**src/inc/wss_cfg.svh**
```systemverilog
// Opcode encodings, register offsets, flag positions and reset values
`ifndef WSS_CFG_SVH
`define WSS_CFG_SVH
// Page prefix bytes
`define WSS_PFX_18      8'h18
`define WSS_PFX_1A      8'h1A
`define WSS_PFX_CD      8'hCD
// Store opcodes
`define WSS_OP_STS_DIR  8'h9F
`define WSS_OP_STS_EXT  8'hBF
`define WSS_OP_STS_IDX  8'hAF
`define WSS_OP_STX_DIR  8'hDF
`define WSS_OP_STX_EXT  8'hFF
`define WSS_OP_STX_IDX  8'hEF
`define WSS_OP_STY_ALT  8'hEE
// Subtract opcodes
`define WSS_OP_SUBTRACT_FROM_ACC_A_LIT 8'h80
`define WSS_OP_SUBTRACT_FROM_ACC_A_DIR 8'h90
`define WSS_OP_SUBTRACT_FROM_ACC_A_EXT 8'hB0
`define WSS_OP_SUBTRACT_FROM_ACC_A_IDX 8'hA0
`define WSS_OP_SUBB_LIT 8'hC0
`define WSS_OP_SUBB_DIR 8'hD0
`define WSS_OP_SUBB_EXT 8'hF0
`define WSS_OP_SUBB_IDX 8'hE0
`define WSS_OP_SUBTRACT_FROM_DOUBLE_LIT 8'h83
`define WSS_OP_SUBTRACT_FROM_DOUBLE_DIR 8'h93
`define WSS_OP_SUBTRACT_FROM_DOUBLE_EXT 8'hB3
`define WSS_OP_SUBTRACT_FROM_DOUBLE_IDX 8'hA3
// Bus constants
`define WSS_DUMMY_ADDR  16'hFFFF
`define WSS_PAGE0_HI    8'h00
// Condition code bit positions
`define WSS_CCR_N       3
`define WSS_CCR_Z       2
`define WSS_CCR_V       1
`define WSS_CCR_C       0
// Reset values
`define WSS_RST_PC      16'h0000
`define WSS_RST_SP      16'h0000
`define WSS_RST_CCR     8'h00
// Register byte offsets
`define WSS_REG_CTRL    8'h00
`define WSS_REG_STAT    8'h04
`define WSS_REG_PC      8'h08
`define WSS_REG_DOUBLE_ACCUMULATOR    8'h0C
`define WSS_REG_IX      8'h10
`define WSS_REG_IY      8'h14
`define WSS_REG_SP      8'h18
`define WSS_REG_CCR     8'h1C
// Response codes
`define WSS_RESP_OKAY   2'h0
`define WSS_RESP_SLVERR 2'h2
`endif

```
**src/inc/wss_pkg.sv**
```systemverilog
// Types shared by the word store and subtract execution block
package wss_pkg;
  typedef enum logic [2:0] {ST_FETCH, ST_PAGE, ST_OPR1, ST_OPR2, ST_DUMMY, ST_MEM1, ST_MEM2, ST_INT} wss_state_e;
  typedef enum logic [2:0] {K_NONE, K_STS, K_STX, K_STY, K_SUBTRACT_FROM_ACC_A, K_SUBB, K_SUBTRACT_FROM_DOUBLE} wss_kind_e;
  typedef enum logic [2:0] {M_LIT, M_DIR, M_EXT, M_IDX, M_IDY} wss_mode_e;
  typedef struct packed {
    wss_kind_e kind;
    wss_mode_e mode;
  } wss_dec_s;
endpackage : wss_pkg

```
**src/logic/wss_exec.sv**
```systemverilog
// Execution core for word stores and subtracts, with an AXI4-Lite register port
// How it works
// - Store X writes high byte at address, then low byte at address plus one.
// - Store Y writes high byte at address, then low byte at address plus one.
// - Word store: N from bit 15, Z if all zero, V cleared, rest kept.
// - Stack store opcodes 9F, BF, AF; prefix 18 then AF for Y offset.
// - X store opcodes DF, FF, EF; prefix CD then EF for Y offset.
// - Y store: prefix 18 with DF, FF, EF; prefix 1A with EE for X.
// - Stores fetch with reads, then two writes; direct uses 00dd, indexed adds FFFF read.
// - Stores take 4, 5, 5 cycles; each prefix adds one fetch.
// - Byte subtract puts accumulator minus operand into A or B.
// - Carry flag means borrow out of the top bit.
// - Byte subtract: N from bit 7, Z if all eight bits zero.
// - Overflow from accumulator, operand and result top bits.
// - Borrow from accumulator, operand and result top bits, no carry in.
// - Subtract A opcodes 80,90,B0,A0,18 A0; B opcodes C0,D0,F0,E0,18 E0.
// - Byte subtracts only read; 2 to 5 cycles; indexed adds FFFF read.
// - Double subtract takes high then low byte word from double accumulator.
// - Double accumulator is A high byte joined with B low byte.
// - Double subtract flags use bit 15 with the byte formulas.
// - Double subtract opcodes 83,93,B3,A3,18 A3; ends with FFFF read.
`timescale 1ns/10ps
`default_nettype none
`include "wss_cfg.svh"
module wss_exec
  import wss_pkg::*;
(
  // Clock, reset, enable
  input  wire logic        aclk,
  input  wire logic        aresetn,
  input  wire logic        ce,
  // Processor memory bus
  output logic      [15:0] bus_addr,
  output logic      [7:0]  bus_wdata,
  output logic             bus_rw,
  input  wire logic [7:0]  bus_rdata,
  // AXI4-Lite write channels
  input  wire logic        s_axi_awvalid,
  output logic             s_axi_awready,
  input  wire logic [7:0]  s_axi_awaddr,
  input  wire logic        s_axi_wvalid,
  output logic             s_axi_wready,
  input  wire logic [31:0] s_axi_wdata,
  input  wire logic [3:0]  s_axi_wstrb,
  output logic             s_axi_bvalid,
  input  wire logic        s_axi_bready,
  output logic      [1:0]  s_axi_bresp,
  // AXI4-Lite read channels
  input  wire logic        s_axi_arvalid,
  output logic             s_axi_arready,
  input  wire logic [7:0]  s_axi_araddr,
  output logic             s_axi_rvalid,
  input  wire logic        s_axi_rready,
  output logic      [31:0] s_axi_rdata,
  output logic      [1:0]  s_axi_rresp
);

  wss_state_e  state_q, state_d;
  wss_kind_e   kind_q, kind_d;
  wss_mode_e   mode_q, mode_d;
  wss_dec_s    dec;
  logic [15:0] pc_q, pc_d, ix_q, ix_d, iy_q, iy_d, sp_q, sp_d, ea_q, ea_d, opnd_q, opnd_d;
  logic [7:0]  acc_a_q, acc_a_d, acc_b_q, acc_b_d, ccr_q, ccr_d, pfx_q, pfx_d, hi_q, hi_d;
  logic        run_q, run_d;
  logic [15:0] sv, idx_base, acc_d16, r16;
  logic [7:0]  x8, r8;
  logic        is_store, is_sub, exec8, exec16;
  // AXI state
  logic        aw_q, aw_d, w_q, w_d, bvalid_q, bvalid_d, rvalid_q, rvalid_d;
  logic [7:0]  awaddr_q, awaddr_d;
  logic [31:0] wdata_q, wdata_d, rdata_q, rdata_d;
  logic [3:0]  wstrb_q, wstrb_d;
  logic [1:0]  bresp_q, bresp_d, rresp_q, rresp_d;
  logic        wr_go, cpu_idle;
  logic [31:0] merged;                                         // Written lanes laid over the old value

  // Opcode decode, prefix byte selects the page
  function automatic wss_dec_s decode(input logic [7:0] pfx, input logic [7:0] op);
    wss_dec_s d;
    d = '{kind: K_NONE, mode: M_LIT};
    if (pfx == 8'h00) begin
      unique case (op)
        `WSS_OP_STS_DIR:  d = '{K_STS, M_DIR};
        `WSS_OP_STS_EXT:  d = '{K_STS, M_EXT};
        `WSS_OP_STS_IDX:  d = '{K_STS, M_IDX};
        `WSS_OP_STX_DIR:  d = '{K_STX, M_DIR};
        `WSS_OP_STX_EXT:  d = '{K_STX, M_EXT};
        `WSS_OP_STX_IDX:  d = '{K_STX, M_IDX};
        `WSS_OP_SUBTRACT_FROM_ACC_A_LIT: d = '{K_SUBTRACT_FROM_ACC_A, M_LIT};
        `WSS_OP_SUBTRACT_FROM_ACC_A_DIR: d = '{K_SUBTRACT_FROM_ACC_A, M_DIR};
        `WSS_OP_SUBTRACT_FROM_ACC_A_EXT: d = '{K_SUBTRACT_FROM_ACC_A, M_EXT};
        `WSS_OP_SUBTRACT_FROM_ACC_A_IDX: d = '{K_SUBTRACT_FROM_ACC_A, M_IDX};
        `WSS_OP_SUBB_LIT: d = '{K_SUBB, M_LIT};
        `WSS_OP_SUBB_DIR: d = '{K_SUBB, M_DIR};
        `WSS_OP_SUBB_EXT: d = '{K_SUBB, M_EXT};
        `WSS_OP_SUBB_IDX: d = '{K_SUBB, M_IDX};
        `WSS_OP_SUBTRACT_FROM_DOUBLE_LIT: d = '{K_SUBTRACT_FROM_DOUBLE, M_LIT};
        `WSS_OP_SUBTRACT_FROM_DOUBLE_DIR: d = '{K_SUBTRACT_FROM_DOUBLE, M_DIR};
        `WSS_OP_SUBTRACT_FROM_DOUBLE_EXT: d = '{K_SUBTRACT_FROM_DOUBLE, M_EXT};
        `WSS_OP_SUBTRACT_FROM_DOUBLE_IDX: d = '{K_SUBTRACT_FROM_DOUBLE, M_IDX};
        default:          d = '{K_NONE, M_LIT};
      endcase
    end else if (pfx == `WSS_PFX_18) begin
      unique case (op)
        `WSS_OP_STS_IDX:  d = '{K_STS, M_IDY};
        `WSS_OP_STX_DIR:  d = '{K_STY, M_DIR};
        `WSS_OP_STX_EXT:  d = '{K_STY, M_EXT};
        `WSS_OP_STX_IDX:  d = '{K_STY, M_IDY};
        `WSS_OP_SUBTRACT_FROM_ACC_A_IDX: d = '{K_SUBTRACT_FROM_ACC_A, M_IDY};
        `WSS_OP_SUBB_IDX: d = '{K_SUBB, M_IDY};
        `WSS_OP_SUBTRACT_FROM_DOUBLE_IDX: d = '{K_SUBTRACT_FROM_DOUBLE, M_IDY};
        default:          d = '{K_NONE, M_LIT};
      endcase
    end else if (pfx == `WSS_PFX_1A && op == `WSS_OP_STY_ALT) begin
      d = '{K_STY, M_IDX};
    end else if (pfx == `WSS_PFX_CD && op == `WSS_OP_STX_IDX) begin
      d = '{K_STX, M_IDY};
    end
    return d;
  endfunction : decode

  // Overflow and borrow from the three top bits
  function automatic logic [1:0] sub_vc(input logic x, input logic m, input logic r);
    logic v, c;
    v = (x & ~m & ~r) | (~x & m & r);
    c = (~x & m) | (m & r) | (r & ~x);
    return {v, c};
  endfunction : sub_vc

  // Merge written byte lanes into an old value
  function automatic logic [31:0] lanes(input logic [31:0] old, input logic [31:0] nw, input logic [3:0] st);
    logic [31:0] res;
    res = old;
    for (int i = 0; i < 4; i++) begin
      if (st[i]) res[i*8 +: 8] = nw[i*8 +: 8];
    end
    return res;
  endfunction : lanes

  // Datapath terms shared by the sequencer and its checks
  assign is_store = (kind_q == K_STS) || (kind_q == K_STX) || (kind_q == K_STY);
  assign is_sub   = (kind_q == K_SUBTRACT_FROM_ACC_A) || (kind_q == K_SUBB) || (kind_q == K_SUBTRACT_FROM_DOUBLE);
  assign sv       = (kind_q == K_STS) ? sp_q : (kind_q == K_STX) ? ix_q : iy_q;
  assign idx_base = (mode_q == M_IDY) ? iy_q : ix_q;
  assign x8       = (kind_q == K_SUBTRACT_FROM_ACC_A) ? acc_a_q : acc_b_q;
  assign r8       = x8 - bus_rdata;                            // Operand always arrives on the bus
  assign acc_d16  = {acc_a_q, acc_b_q};
  assign r16      = acc_d16 - opnd_q;
  assign cpu_idle = !run_q && (state_q == ST_FETCH);

  // Instruction sequencer, one state per bus cycle
  always_comb begin
    state_d = state_q; kind_d = kind_q; mode_d = mode_q; pc_d = pc_q; ix_d = ix_q; iy_d = iy_q;
    sp_d = sp_q; ea_d = ea_q; opnd_d = opnd_q; acc_a_d = acc_a_q; acc_b_d = acc_b_q; ccr_d = ccr_q;
    pfx_d = pfx_q; hi_d = hi_q; run_d = run_q;
    bus_addr = pc_q; bus_wdata = 8'h00; bus_rw = 1'b1;
    exec8 = 1'b0; exec16 = 1'b0;
    merged = 32'h0000_0000;
    dec = '{kind: K_NONE, mode: M_LIT};
    unique case (state_q)
      ST_FETCH: if (run_q) begin
        pc_d = pc_q + 16'h0001;
        dec  = decode(8'h00, bus_rdata);
        if (bus_rdata == `WSS_PFX_18 || bus_rdata == `WSS_PFX_1A || bus_rdata == `WSS_PFX_CD) begin
          pfx_d = bus_rdata; state_d = ST_PAGE;     // Prefix costs one fetch
        end else if (dec.kind != K_NONE) begin
          kind_d = dec.kind; mode_d = dec.mode; state_d = ST_OPR1;
        end                                         // Other opcodes pass as one-byte no-ops
      end
      ST_PAGE: begin
        pc_d = pc_q + 16'h0001;
        dec  = decode(pfx_q, bus_rdata);
        kind_d = dec.kind; mode_d = dec.mode;
        state_d = (dec.kind == K_NONE) ? ST_FETCH : ST_OPR1;
      end
      ST_OPR1: begin
        pc_d = pc_q + 16'h0001;
        hi_d = bus_rdata;
        unique case (mode_q)
          M_LIT: if (kind_q == K_SUBTRACT_FROM_DOUBLE) state_d = ST_OPR2;
                 else begin exec8 = 1'b1; state_d = ST_FETCH; end
          M_DIR: begin ea_d = {`WSS_PAGE0_HI, bus_rdata}; state_d = ST_MEM1; end
          M_EXT: state_d = ST_OPR2;
          M_IDX, M_IDY: begin
            ea_d = idx_base + {8'h00, bus_rdata};   // Wraps at 64K
            state_d = ST_DUMMY;
          end
        endcase
      end
      ST_OPR2: begin
        pc_d = pc_q + 16'h0001;
        if (mode_q == M_LIT) begin opnd_d = {hi_q, bus_rdata}; state_d = ST_INT; end
        else begin ea_d = {hi_q, bus_rdata}; state_d = ST_MEM1; end
      end
      ST_DUMMY: begin
        bus_addr = `WSS_DUMMY_ADDR;                 // Indexed idle read
        state_d  = ST_MEM1;
      end
      ST_MEM1: begin
        bus_addr = ea_q;
        if (is_store) begin
          bus_rw = 1'b0; bus_wdata = sv[15:8]; state_d = ST_MEM2;
        end else if (kind_q == K_SUBTRACT_FROM_DOUBLE) begin
          opnd_d[15:8] = bus_rdata; state_d = ST_MEM2;
        end else begin
          exec8 = 1'b1; state_d = ST_FETCH;
        end
      end
      ST_MEM2: begin
        bus_addr = ea_q + 16'h0001;
        if (is_store) begin
          bus_rw = 1'b0; bus_wdata = sv[7:0]; state_d = ST_FETCH;
          ccr_d[`WSS_CCR_N] = sv[15];
          ccr_d[`WSS_CCR_Z] = (sv == 16'h0000);
          ccr_d[`WSS_CCR_V] = 1'b0;
        end else begin
          opnd_d[7:0] = bus_rdata; state_d = ST_INT;
        end
      end
      ST_INT: begin
        bus_addr = `WSS_DUMMY_ADDR;
        exec16   = 1'b1;
        state_d  = ST_FETCH;
      end
    endcase
    // Byte subtract result and flags
    if (exec8) begin
      if (kind_q == K_SUBTRACT_FROM_ACC_A) acc_a_d = r8; else acc_b_d = r8;
      ccr_d[`WSS_CCR_N] = r8[7];
      ccr_d[`WSS_CCR_Z] = (r8 == 8'h00);
      {ccr_d[`WSS_CCR_V], ccr_d[`WSS_CCR_C]} = sub_vc(x8[7], bus_rdata[7], r8[7]);
    end
    // Double subtract result and flags
    if (exec16) begin
      {acc_a_d, acc_b_d} = r16;
      ccr_d[`WSS_CCR_N] = r16[15];
      ccr_d[`WSS_CCR_Z] = (r16 == 16'h0000);
      {ccr_d[`WSS_CCR_V], ccr_d[`WSS_CCR_C]} = sub_vc(acc_d16[15], opnd_q[15], r16[15]);
    end
    // Register loads only while halted, so they never race an instruction; the run bit is taken at any time
    if (wr_go && awaddr_q == `WSS_REG_CTRL && wstrb_q[0]) run_d = wdata_q[0];
    if (wr_go && cpu_idle) begin
      unique case (awaddr_q)
        `WSS_REG_PC: begin
          merged = lanes({16'h0, pc_q}, wdata_q, wstrb_q);
          pc_d   = merged[15:0];
        end
        `WSS_REG_DOUBLE_ACCUMULATOR: begin
          merged             = lanes({16'h0, acc_d16}, wdata_q, wstrb_q);
          {acc_a_d, acc_b_d} = merged[15:0];
        end
        `WSS_REG_IX: begin
          merged = lanes({16'h0, ix_q}, wdata_q, wstrb_q);
          ix_d   = merged[15:0];
        end
        `WSS_REG_IY: begin
          merged = lanes({16'h0, iy_q}, wdata_q, wstrb_q);
          iy_d   = merged[15:0];
        end
        `WSS_REG_SP: begin
          merged = lanes({16'h0, sp_q}, wdata_q, wstrb_q);
          sp_d   = merged[15:0];
        end
        `WSS_REG_CCR: begin
          merged = lanes({24'h0, ccr_q}, wdata_q, wstrb_q);
          ccr_d  = merged[7:0];
        end
        default: ;
      endcase
    end
  end

  always_ff @(posedge aclk) begin
    if (!aresetn) begin
      state_q <= ST_FETCH; kind_q <= K_NONE; mode_q <= M_LIT; pc_q <= `WSS_RST_PC;
      ix_q <= 16'h0000; iy_q <= 16'h0000; sp_q <= `WSS_RST_SP; ea_q <= 16'h0000; opnd_q <= 16'h0000;
      acc_a_q <= 8'h00; acc_b_q <= 8'h00; ccr_q <= `WSS_RST_CCR; pfx_q <= 8'h00; hi_q <= 8'h00;
      run_q <= 1'b0;
    end else if (ce) begin
      state_q <= state_d; kind_q <= kind_d; mode_q <= mode_d; pc_q <= pc_d;
      ix_q <= ix_d; iy_q <= iy_d; sp_q <= sp_d; ea_q <= ea_d; opnd_q <= opnd_d;
      acc_a_q <= acc_a_d; acc_b_q <= acc_b_d; ccr_q <= ccr_d; pfx_q <= pfx_d; hi_q <= hi_d;
      run_q <= run_d;
    end
  end

  // AXI4-Lite slave: address and data latched separately, in any order
  assign s_axi_awready = !aw_q;
  assign s_axi_wready  = !w_q;
  assign s_axi_arready = !rvalid_q;
  assign s_axi_bvalid  = bvalid_q;
  assign s_axi_bresp   = bresp_q;
  assign s_axi_rvalid  = rvalid_q;
  assign s_axi_rdata   = rdata_q;
  assign s_axi_rresp   = rresp_q;
  assign wr_go         = aw_q && w_q && !bvalid_q;

  always_comb begin
    aw_d = aw_q; w_d = w_q; bvalid_d = bvalid_q; rvalid_d = rvalid_q;
    awaddr_d = awaddr_q; wdata_d = wdata_q; wstrb_d = wstrb_q;
    bresp_d = bresp_q; rdata_d = rdata_q; rresp_d = rresp_q;
    if (s_axi_awvalid && !aw_q) begin aw_d = 1'b1; awaddr_d = s_axi_awaddr; end
    if (s_axi_wvalid && !w_q) begin w_d = 1'b1; wdata_d = s_axi_wdata; wstrb_d = s_axi_wstrb; end
    if (bvalid_q && s_axi_bready) bvalid_d = 1'b0;
    if (wr_go) begin
      aw_d = 1'b0; w_d = 1'b0; bvalid_d = 1'b1;
      bresp_d = (awaddr_q[7:5] == 3'h0 && awaddr_q[1:0] == 2'h0 && awaddr_q != `WSS_REG_STAT)
                ? `WSS_RESP_OKAY : `WSS_RESP_SLVERR;
    end
    if (rvalid_q && s_axi_rready) rvalid_d = 1'b0;
    if (s_axi_arvalid && !rvalid_q) begin
      rvalid_d = 1'b1; rresp_d = `WSS_RESP_OKAY;
      unique case (s_axi_araddr)
        `WSS_REG_CTRL: rdata_d = {31'h0, run_q};
        `WSS_REG_STAT: rdata_d = {24'h0, kind_q, state_q, 1'b0, (state_q != ST_FETCH)};
        `WSS_REG_PC:   rdata_d = {16'h0, pc_q};
        `WSS_REG_DOUBLE_ACCUMULATOR: rdata_d = {16'h0, acc_d16};
        `WSS_REG_IX:   rdata_d = {16'h0, ix_q};
        `WSS_REG_IY:   rdata_d = {16'h0, iy_q};
        `WSS_REG_SP:   rdata_d = {16'h0, sp_q};
        `WSS_REG_CCR:  rdata_d = {24'h0, ccr_q};
        default: begin rdata_d = 32'h0; rresp_d = `WSS_RESP_SLVERR; end
      endcase
    end
  end

  always_ff @(posedge aclk) begin
    if (!aresetn) begin
      aw_q <= 1'b0; w_q <= 1'b0; bvalid_q <= 1'b0; rvalid_q <= 1'b0; awaddr_q <= 8'h00;
      wdata_q <= 32'h0; wstrb_q <= 4'h0; bresp_q <= 2'h0; rdata_q <= 32'h0; rresp_q <= 2'h0;
    end else if (ce) begin
      aw_q <= aw_d; w_q <= w_d; bvalid_q <= bvalid_d; rvalid_q <= rvalid_d; awaddr_q <= awaddr_d;
      wdata_q <= wdata_d; wstrb_q <= wstrb_d; bresp_q <= bresp_d; rdata_q <= rdata_d; rresp_q <= rresp_d;
    end
  end
endmodule : wss_exec
`default_nettype wire

```
**config.mk**
```make
export PLATFORM = sky130hd
export DESIGN_NAME = wss_exec
export DESIGN_NICKNAME = d
export VERILOG_FILES = /design/src/inc/wss_pkg.sv /design/src/logic/wss_exec.sv
export VERILOG_INCLUDE_DIRS = /design/src /design/src/inc
export SDC_FILE = /design/constraint.sdc
export NUM_CORES = 1
export LEC_CHECK = 0
export CAP_MARGIN = 5
export CORE_UTILIZATION = 42
export CTS_BUF_LIST = sky130_fd_sc_hd__clkbuf_2 sky130_fd_sc_hd__clkbuf_4 sky130_fd_sc_hd__clkbuf_8
export DETAILED_ROUTE_END_ITERATION = 12
export DONT_BUFFER_PORTS = 1
export PLACE_DENSITY = 0.53
export SLEW_MARGIN = 20
export SYNTH_ARGS = -nofsm -noshare
export SYNTH_HDL_FRONTEND = slang
export SYNTH_SLANG_ARGS = --single-unit
```
**constraint.sdc**
```tcl
create_clock -name aclk -period 8.1 [get_ports aclk]
set_input_delay 2.43 -clock aclk [delete_from_list [all_inputs] [get_ports aclk]]
set_output_delay 2.43 -clock aclk [all_outputs]
set_load 0.01 [all_outputs]
```
==> metrics.md, run 1 <==
| Metric | Value |
|---|---|
| Status | complete, no violations |
| VDD IR max | roughly 0.075 mV |
| Slew headroom | 0.207 |
| Die area | between 30000 and 40000 sq um |
| Mapped Area | about 13000 sq um |
| CTS HTree Levels | 4 |
| HP Class | flip-flop to flip-flop |
| Synth Area in Adders | 0.0440 |
| Critical path class | flip-flop to output pin |
| Total CTS buffers | 17 |
| Final TNS setup | 0 ns |
| Residual DRC | 0 |
| TritonCTS clock tree | done |
| Starting Density | 0.431 |
| Post-Synthesis Cells | about 1700 |
| XOR/XNOR share of the synthesized area | 0.0238 |
| Commonest cells post-synth | 224 x nand2_1, 194 x dfxtp_1, 193 x nor2_1 |
| Most common cell in the synthesized netlist | nand2_1 |
| Unrepaired setup endpoints after global routing | no |
| Fin. max-slew vios | 0 |
| Vias per cell | a little over 6 |
| Util after Layout | 0.448 |
| I/O pin cnt | between 100 and 150 |
| Netlist cell types | 82 |
| Routed WL | 46800 microns |
| RD Place Congestion | ~0.97 |
| Top cell type by total area after synthesis | dfxtp_1 |
| Reg2Reg Setup Slack | 3.31 ns |
| Crit path capture type | output pin |
| Initial antenna violation count | 3 |
| DR pass1 iterations | 8 |
| Worst-path cell chain | inv_1 > nor2_1 > nand3_1 > o22ai_1 |
| Max-cap violation count | 0 |
| Share of the synthesized area in the top cell type | 0.311 |
| Critical Path RT | between 5 and 6 ns |
| Syn avg cell area | 7.50 sq um |
| CTS resizes | 0 |
| Bufs on Longest Clock Path | 2 |
| Slowest-stage cell, CP | dfxtp_1 |
| Yosys Warn Count | 0 |
| Fmax | 174 MHz |
| GRT Total Usage | 0.306 |
| Fraction of layout instances using a drive strength above 1 | 0.0560 |
| Post-synthesis sequential area ratio | 0.311 |
| Crit-path max cell delay | roughly 0.82 ns |
| Register clock-pin slew on the reported worst setup and hold paths | about 0.11 ns |
| Static leakage | ~4.4 nW |
| EDFF count, synth | 0 |
| Critical Path Fanout Max | 18 |
| Drt initial violations | 1777 |
| CP Data Arrival Time | about 3.3 ns |
| Min Tclk post-route | around 5.7 ns |
| PwrDens | approximately 140 nW/um^2 |
| Die W | roughly 170 microns |
| Tightest Pin Transition | 1.18 ns |
| Synth async-reset ratio | 0 |
| Setup-failing EPs final | 0 |
| Post-DP HPWL | about 35000 microns |
| Height of the die | approximately 170 microns |
| Crit share post-route | 0.709 |
| Root Buffer | clkbuf_8 |
| Pin count of the biggest net entering global routing | 94 |
| Port Buffer Count | 0 |
| Vias in the first global route | roughly 11000 |
| Post-synthesis compound-gate area fraction | 0.257 |
| Number of clock sinks | 194 |
| Worst skew pair latency | 0.51 ns |
| Post-Synth Simple-Gate Area | 0.230 |
| Cts hold-fix bufs | 0 |
| Synth area leaders | dfxtp_1 31%, a21oi_1 7.4%, nand2_1 6.7% |
| Final net count | about 1700 |
| Yosys reg bits | ~190 |
| Setup bufs post-CTS | 0 |
| Final hold violation count | 0 |
| WL per Instance | approximately 23 microns |
| Core Rows | between 60 and 70 |
| Main combinational cell family by area after synthesis | compound AO/OA/AOI/OAI gates |
| Gr ovfl total | 0 |
| CORE AREA | a little under 30000 sq um |
| Antenna Violating Nets Remaining | 0 |
| Synthesis-to-layout area growth | 3.96% |
| Fraction of synthesized area in multiplexers | 0.0722 |
| First-pass GRT wire length | 70400 microns |
| CP Launch Type | flip-flop |
| Clk_skew | 0.0166 ns |
| Top_reg_cell synth | dfxtp_1 |
| Via count | ~12000 |
[cells by family (layout without fill, tap and decap cells)]
kind of cell | Yosys count | count (layout)
other cells | 1 | 19
xor+xnor | 34 | 34
simple gates | 626 | 626
fa+ha+maj | 41 | 41
compound gates | 502 | 502
flops | 194 | 194
buf+inv | 180 | 104
mux | 89 | 89
[where the power goes]
group / total, W / leakage, nW / switching [W] / internal [W]
clock: 0.000644 / 0.197 / 0.000407 / 0.000237
sequential: 0.000993 / 1.57 / 0.0000276 / 0.000965
combinational: 0.000158 / 2.66 / 0.000103 / 0.0000551
[state kept, by name, indices dropped and copies added, names as in the netlist, 2 cells and up]
signal / cells
hi_q: 8
pfx_q: 8
state_q: 3
ea_q: 16
ccr_q: 8
sp_q: 16
iy_q: 16
wdata_q: 16
s_axi_rdata: 16
ix_q: 16
kind_q: 3
pc_q: 16
acc_b_q: 8
wstrb_q: 2
mode_q: 3
acc_a_q: 8
opnd_q: 16
awaddr_q: 8
[metal layers]
metal  global-route usage  part of all wire  up-vias
met2                0.465              0.44      566
met4                0.110             0.030        0
met5                    0                 0        -
li1                     -                 -     5855
met3               0.0577             0.080       80
met1                0.427              0.45     5932
[layout by cell type, fill, tap and decap left out, types with 20 or more instances in the layout]
| cell | Yosys | routed |
|---|---|---|
| nor3_1 | 35 | 33 |
| nand2b_1 | 21 | 21 |
| a22oi_1 | 24 | 24 |
| inv_1 | 59 | 59 |
| ha_1 | 36 | 36 |
| mux2i_1 | 79 | 79 |
| nand3_1 | 38 | 38 |
| xnor2_1 | 23 | 23 |
| nor2_1 | 193 | 192 |
| o22ai_1 | 34 | 34 |
| nand2_1 | 224 | 224 |
| o21ai_0 | 81 | 81 |
| dfxtp_1 | 194 | 193 |
| a21oi_1 | 186 | 185 |
| a222oi_1 | 20 | 20 |
[worst max-delay path: cells and delay by family (launching register included)]
| family | cells | cell delay [ns] |
|---|---|---|
| buffers and inverters | 1 | 0.29 |
| AO/OA/AOI/OAI | 1 | 0.51 |
| AND/OR/NAND/NOR | 2 | 1.18 |
| flip-flops | 1 | 0.82 |
[worst paths after layout]
path | end | startpoint | cells past startpoint
setup / recovery | bus_wdata[5] | state_q[1] | 4
hold / removal | pfx_q[5] | pfx_q[5] | 2
setup reg to reg | ccr_q[1] | kind_q[2] | 17
hold reg to reg | pfx_q[5] | pfx_q[5] | 2
[stage by stage]
step	cell area (sq um)	instances	total power (W)	hold WS (ns)	setup slack, ns
2_1_floorplan	12600	1684	0.00113	0.430	2.78
3_3_place_gp	12600	1960	0.00117	0.449	2.74
3_5_place_dp	12600	1960	0.00117	0.453	2.65
4_1_cts	13000	1992	0.00180	0.470	2.43
5_1_grt	13000	1992	0.00187	0.520	2.21
6_report	13000	1993	0.00180	0.470	2.36
[cell type report]
type,instances,area (sq um)
Clock inverter,14,143
Clock buffer,18,248
Fill cell,2997,16000
Tap cell,384,480
Multi-Input combinational cell,1310,7930
Sequential cell,194,3880
Antenna cell,1,2.50
Timing Repair Buffer,12,90.1
Inverter,60,228
(Power assumes the default switching activity.)
==> run 2, diff against run 1 <==
Settings changed: ABC_AREA set to 1.
Clock period 8.1 ns to 5.3 ns, I/O delays scaled along.
==> run 2 against run 1 <==
Compared with the run above: die area grew 3.4%; final cell count grew 18%; critical endpoint is now bus_addr[6]; global-route usage grew 2.3 points; highest routed layer is now met5; worst hold slack lost 0.0021 ns; core utilization shrank 0.063 points; clock skew grew 0.0042 ns; via count grew 8.7%; setup slack lost 1.8 ns; cell area grew 3.1%.
==> metrics.md, run 2 <==
| Metric | Value |
|---|---|
| Static leakage | 5.49 nW (+24%) |
| Gr ovfl total | 0 (unchanged) |
| Height of the die | 177 microns (+1.7%) |
| Cells on worst reg2reg path | 21 (+4) |
| # diodes | 0 (-1) |
| Top cell type by total area after synthesis | dfxtp_1 |
| Min Tclk post-route | about 4.7 ns |
| R2R Path Start | kind_q[0] |
| Unrepaired setup endpoints after global routing | no |
| Synth area leaders | dfxtp_1 30%, nand2_1 12%, o21ai_0 8.1% |
| Syn avg cell area | 6.46 sq um (-14%) |
| Max-cap violation count | 0 (unchanged) |
| WL met3 | 4520 microns (+20%) |
| Synthesis-to-layout area growth | 3.67% |
| Total power | 0.00274 W (+53%) |
| Cts hold-fix bufs | 0 (unchanged) |
| Filler cell count | 3259 (+8.7%) |
| Fin. max-slew vios | 0 (unchanged) |
| Net Sw Power | 0.000819 W (+52%) |
| Switching share of total power | 0.299 (-0.00107) |
| Setup bufs post-CTS | 0 (unchanged) |
| Comb pwr share | 0.073 (-0.015) |
| Total CTS buffers | 17 (unchanged) |
| PwrDens | 205 nW/um^2 (+48%) |
| Most frequent cells in the layout | 417 x nand2_1, 268 x inv_1, 209 x o21ai_0, 206 x a21oi_1, 194 x dfxtp_1 |
| Fraction of layout instances using a drive strength above 1 | 0.0530 (-0.00296) |
| DR pass1 iterations | 6 (-2) |
| CTS HTree Levels | 4 (unchanged) |
| Placed cell area | 13000 sq um (+3.2%) |
| CORE AREA | 30000 sq um (+3.2%) |
| WL per Instance | 21.9 microns (-6.8%) |
| Top_reg_cell synth | dfxtp_1 |
| Via count | 13512 (+8.7%) |
| Clock power share | 0.379 (+0.020) |
| Register clock-pin slew on the reported worst setup and hold paths | 0.12 ns (about the same) |
| Register area | 3880 sq um (about the same) |
| Met1 wire length | 23700 microns (+13%) |
| Crit path capture | bus_addr[6] |
| Seq pwr share | 0.548 (-0.005) |
| Post-DP HPWL | 39900 microns (+15%) |
| Yosys Warn Count | 0 (unchanged) |
| Worst hold start | ccr_q[7] |
| Setup-failing EPs final | 0 (unchanged) |
| Bufs on Longest Clock Path | 2 (unchanged) |
| Core Rows | 63 (+1.6%) |
| CP startpoint | state_q[2] |
| TritonCTS clock tree | done |
| Yosys reg bits | 194 (unchanged) |
| Reg2Reg Setup Slack | 1.26 ns (-2.05 ns) |
| Routed WL | 51500 microns (+10%) |
| Die W | 177 microns (+1.7%) |
| CP Launch Type | flip-flop |
| Vias per cell | 5.74 (-7.9%) |
| Commonest cells post-synth | 417 x nand2_1, 268 x inv_1, 209 x o21ai_0 |
| CP Data Arrival Time | 3.14 ns (-0.17 ns) |
| Residual DRC | 0 (unchanged) |
| Synth async-reset ratio | 0 (unchanged) |
| EDFF count, synth | 0 (unchanged) |
| Port Buffer Count | 0 (unchanged) |
| Number of clock sinks | 194 (unchanged) |
| Final TNS setup | 0 ns (unchanged) |
| RD Place Congestion | 0.934 (-3.8%) |
| Post-synthesis sequential area ratio | 0.300 (-0.0102) |
| Detail Route met2 WL | 22000 microns (+6.3%) |
| Slowest-stage cell, CP | dfxtp_1 |
| Worst skew pair latency | 0.51 ns (about the same) |
| Netlist cell types | 61 (-26%) |
| Internal | 0.00193 W (+53%) |
| Critical path class | flip-flop to output pin |
| Critical Path Fanout Max | 21 (+3) |
| GRT Total Usage | 0.328 (+0.0227) |
| Worst-path cell chain | nand2_1 > nor2_1 > buf_4 > inv_1 > nand2_1 > inv_1 > o21ai_0 > a21oi_1 > o21ai_0 |
| HP Class | flip-flop to flip-flop |
| CTS resizes | 0 (unchanged) |
| First-pass GRT wire length | 76000 microns (+8.0%) |
| Cells after DPL | 2320 (+18%) |
| Crit path capture type | output pin |
| Die area | 31500 sq um (+3.4%) |
| Mapped Area | 12900 sq um (+3.4%) |
| Vias in the first global route | 12074 (+7.8%) |
| I/O pin cnt | 134 (unchanged) |
| Non-filler instance count after layout | 2352 (+18%) |
| Design area | 13400 sq um (+3.1%) |
| Pin count of the biggest net entering global routing | 111 (+18%) |
| Drt initial violations | 1461 (-18%) |
| Crit-path max cell delay | 0.51 ns (-0.31 ns) |
| Final hold violation count | 0 (unchanged) |
| Tightest Pin Transition | 1.00 ns (-0.177 ns) |
| Reg2reg end | ccr_q[2] |
| Root Buffer | clkbuf_8 |
| Area of the multi-input gates | 7480 sq um (-5.7%) |
| Share of the synthesized area in the top cell type | 0.300 (-0.0102) |
| Status | complete, no violations |
| Most common cell in the synthesized netlist | nand2_1 |
| Commonest non-fill, non-tap cell in the layout | nand2_1 |
| Post-Synthesis Cells | 2003 (+20%) |
| Fmax | between 200 and 250 MHz |
| Starting Density | 0.432 (+0.000621) |
| Crit share post-route | 0.892 |
| Antenna Violating Nets Remaining | 0 (unchanged) |
| VDD IR max | 0.224 mV (+200%) |
| Clk_skew | 0.0208 ns (+0.00419 ns) |
| Top routing layer in use | met5 |
| Util after Layout | 0.447 (-0.000626) |
| Final net count | 2058 (+21%) |
| Slew headroom | 0.329 (+0.122) |
| Critical Path RT | 3.71 ns (-1.96 ns) |
| Initial antenna violation count | 3 (unchanged) |
-- run 2: changes by cell type in the layout (fill, tap and decap cells not counted), moves of 21 or more --
cell      delta
nand2_1    +193
inv_1      +209
xnor2_1     -21
o21ai_0    +128
nand3_1     +70
a21oi_1     +21
a22oi_1     -22
mux2i_1     -79
nor2_1      -36
nand2b_1    -21
-- run 2: power by group through the flow --
| stage | sequential [W] | combinational, W | clock, W |
|---|---|---|---|
| finish | 0.00150 | 0.000201 | 0.00104 |
| global route | 0.00151 | 0.000225 | 0.00111 |
| CTS | 0.00150 | 0.000200 | 0.00106 |
| detailed placement | 0.00154 | 0.000199 | 0 |
| global placement | 0.00154 | 0.000198 | 0 |
| floorplan | 0.00152 | 0.000169 | 0 |
-- run 2: cells by family after synthesis --
family	count (synthesis)	synth area share
flip-flops	194	0.300
adder cells (fa/ha/maj)	41	0.0426
AO/OA/AOI/OAI	597	0.265
other	1	0.000290
AND/OR/NAND/NOR	771	0.258
buffers and inverters	388	0.126
XOR/XNOR	11	0.00745
-- run 2: worst min path at each step --
stage                      endpoint  slack [ns]  cells after the start
after floorplan           opnd_q[0]        0.43                      2
after global placement     pfx_q[5]        0.45                      2
after detailed placement   ccr_q[7]        0.45                      2
after CTS                  ccr_q[7]        0.47                      2
after global routing       ccr_q[7]        0.49                      2
final                      ccr_q[7]        0.47                      2
-- run 2: cell type report --
cell class / instances / share of cell area
multi-input cells: 1438 / 0.558
repair buffers: 10 / 0.00560
well taps: 390 / 0.0364
flip-flops and latches: 194 / 0.290
clock inverters: 15 / 0.0124
clock buffers: 17 / 0.0175
inverters: 288 / 0.0806
-- run 2: per-layer routing --
layer | vias up | global-route usage
met3 | 67 | 0.0743
met1 | 6298 | 0.464
met2 | 560 | 0.492
met5 | - | 0
li1 | 6583 | -
met4 | 4 | 0.0990
-- run 2: stage by stage --
step	setup slack [ns]	hold slack [ns]
2_1_floorplan	1.33	0.428
3_3_place_gp	1.17	0.447
3_5_place_dp	1.16	0.450
4_1_cts	0.626	0.468
5_1_grt	0.372	0.494
6_report	0.573	0.468
-- run 2: critical path, delay by kind of cell, from the launching register on --
| family | cells | cell delay (ns) |
|---|---|---|
| and+or+nand+nor | 3 | 0.46 |
| DFF | 1 | 0.51 |
| buffers and inverters | 3 | 1.08 |
| AOI/OAI and AO/OA | 3 | 0.58 |
==> run 3, diff against run 2 <==
Settings changed: CORE_UTILIZATION 42 to 60, PLACE_DENSITY 0.53 to 0.73.
==> run 3 against run 2 <==
Compared with the run above: global-route usage grew 9.4 points; final cell count is 4.9% lower; critical path type unchanged; core utilization increased by 18 points; sequential power is essentially flat.
==> metrics.md, run 3 (same netlist as run 2, synthesis figures left out) <==
| Metric | Value |
|---|---|
| Initial antenna violation count | 2 (-1) |
| Worst skew pair latency | 0.51 ns (about the same) |
| Unrepaired setup endpoints after global routing | no |
| RD Place Congestion | 1.04 (+11%) |
| Most frequent cells in the layout | 417 x nand2_1, 268 x inv_1, 209 x o21ai_0, 206 x a21oi_1, 194 x dfxtp_1 |
| Area of the multi-input gates | 7480 sq um (unchanged) |
| Port Buffer Count | 0 (unchanged) |
| Number of clock sinks | 194 (unchanged) |
| Root Buffer | clkbuf_8 |
| CTS HTree Levels | 4 (unchanged) |
| Worst-path cell chain | nand2_1 > nor2_1 > buf_4 > inv_1 > nand2_1 > inv_1 > o21ai_0 > a21oi_1 > o21ai_0 |
| Die area | 22100 sq um (-30%) |
| HP Class | flip-flop to flip-flop |
| Max-cap violation count | 0 (unchanged) |
| Pin count of the biggest net entering global routing | 111 (unchanged) |
| WL per Instance | 21.2 microns (-3.0%) |
| Final hold violation count | 0 (unchanged) |
| Die W | 149 microns (-16%) |
| Status | complete, no violations |
| Core Rows | 53 (-16%) |
| Register clock-pin slew on the reported worst setup and hold paths | 0.11 ns (about the same) |
| Total CTS buffers | 17 (unchanged) |
| Pre-CTS WS | 1.12 ns (-0.0366 ns) |
| DR pass1 iterations | 6 (unchanged) |
| Critical Path Fanout Max | 21 (unchanged) |
| Clk_skew | 0.0146 ns (-0.00620 ns) |
| VDD IR max | 0.159 mV (-29%) |
| Antenna Violating Nets Remaining | 0 (unchanged) |
| Min Tclk post-route | 4.88 ns (+0.152 ns) |
| Crit path capture type | output pin |
| Cts hold-fix bufs | 0 (unchanged) |
| Vias in the first global route | 11988 (-0.71%) |
| CORE AREA | 21100 sq um (-30%) |
| Register area | 3880 sq um (unchanged) |
| GRT Total Usage | 0.422 (+0.0940) |
| Gr ovfl total | 0 (unchanged) |
| Height of the die | 149 microns (-16%) |
| Static leakage | 5.47 nW (-0.35%) |
| Critical path class | flip-flop to output pin |
| PwrDens | 204 nW/um^2 (-0.29%) |
| Tightest Pin Transition | 1.17 ns (+0.165 ns) |
| Commonest non-fill, non-tap cell in the layout | nand2_1 |
| Cells on worst reg2reg path | 21 (unchanged) |
| Final net count | 2056 (-0.097%) |
| Setup-failing EPs final | 0 (unchanged) |
| Final TNS setup | 0 ns (unchanged) |
| Fraction of layout instances using a drive strength above 1 | 0.0520 (-0.000966) |
| TritonCTS clock tree | done |
| Residual DRC | 0 (unchanged) |
| Fin. max-slew vios | 0 (unchanged) |
| Worst hold path endpoint | pfx_q[5] |
| CP Data Arrival Time | 3.29 ns (+0.15 ns) |
| Crit share post-route | 0.921 (+0.0287) |
| Drt initial violations | 2081 (+42%) |
| Reg2Reg Setup Slack | 1.17 ns (-0.09 ns) |
| Crit-path max cell delay | 0.49 ns (-0.02 ns) |
| Setup WS post-layout | 0.421 ns (-0.152 ns) |
| CTS resizes | 0 (unchanged) |
| Slowest-stage cell, CP | dfxtp_1 |
| Slew headroom | 0.220 (-0.109) |
| Filler cell count | 2115 (-35%) |
| I/O pin cnt | 134 (unchanged) |
| CP Launch Type | flip-flop |
| Vias per cell | 6.28 (+9.3%) |
| Fmax | 205 MHz (-3.1%) |
| Setup bufs post-CTS | 0 (unchanged) |
| Reg2reg end | ccr_q[2] |
| Post-DP HPWL | 35900 microns (-10%) |
| Routed WL | 47500 microns (-7.8%) |
| Synthesis-to-layout area growth | 2.32% |
| First-pass GRT wire length | 70000 microns (-8.0%) |
| Critical Path RT | 3.71 ns (about the same) |
| Bufs on Longest Clock Path | 2 (unchanged) |
| R2R Path Start | kind_q[0] |
| Worst hold start | pfx_q[5] |
| Via count | 14044 (+3.9%) |
| Starting Density | 0.613 (+0.181) |
| Worst hold slack | 0.465 ns (-0.00266 ns) |
| Hold Path Depth | 2 (unchanged) |
[run 3: cell types whose count changed in the layout (fill, tap and decap cells not counted)]
cell / delta
clkinv_4: -2
diode_2: +1
bufinv_16: -1
clkinv_8: +1
clkbuf_4: +1
buf_4: -2
clkinvlp_4: +1
inv_6: -2
inv_8: +1
clkinv_2: +1
[run 3: report_power, final]
group	internal, W	switching, W
logic	0.0000528	0.000144
registers	0.00148	0.0000252
clock network	0.000355	0.000648
total	0.00188	0.000818
[run 3: worst max-delay path: cells and delay by family (launching register included)]
| kind | cells | cell delay (ns) |
|---|---|---|
| AND/OR/NAND/NOR | 3 | 0.48 |
| buffers and inverters | 3 | 1.09 |
| AO/OA/AOI/OAI | 3 | 0.72 |
| flip-flops | 1 | 0.49 |
[run 3: worst max-delay path by stage]
stage,slack [ns],end,start,cells after the start
after CTS,0.59,bus_addr[14],state_q[2],9
after global routing,0.32,bus_addr[14],state_q[2],9
after detailed placement,1.12,bus_addr[14],state_q[2],9
after floorplan,1.33,ccr_q[2],bus_rdata[4],20
final,0.42,bus_addr[14],state_q[2],9
after global placement,1.12,bus_addr[14],state_q[2],9
[run 3: routing by layer]
layer	vias to the layer above	GRT usage	part of all wire
met5	-	0	0.00023
met4	2	0.185	0.047
met3	141	0.114	0.13
met2	891	0.621	0.42
met1	6430	0.577	0.41
li1	6580	-	-
[run 3: cell type report]
| cell class | instances | share of cell area |
|---|---|---|
| inverter | 288 | 0.0817 |
| timing repair buffer | 8 | 0.00454 |
| clock buffer | 18 | 0.0183 |
| sequential | 194 | 0.294 |
| tap | 275 | 0.0260 |
| antenna | 1 | 0.000189 |
| multi-input combinational | 1438 | 0.565 |
| clock inverter | 14 | 0.0107 |
[run 3: through the flow]
step / std cells / total power (W) / utilization / cell area (sq um)
final: 2236 / 0.00270 / 0.627 / 13200
after detailed placement: 2203 / 0.00172 / 0.609 / 12800
after CTS: 2235 / 0.00268 / 0.627 / 13200
after floorplan: 2020 / 0.00169 / - / 13000
after global routing: 2235 / 0.00276 / 0.627 / 13200
after global placement: 2203 / 0.00172 / 0.609 / 12800
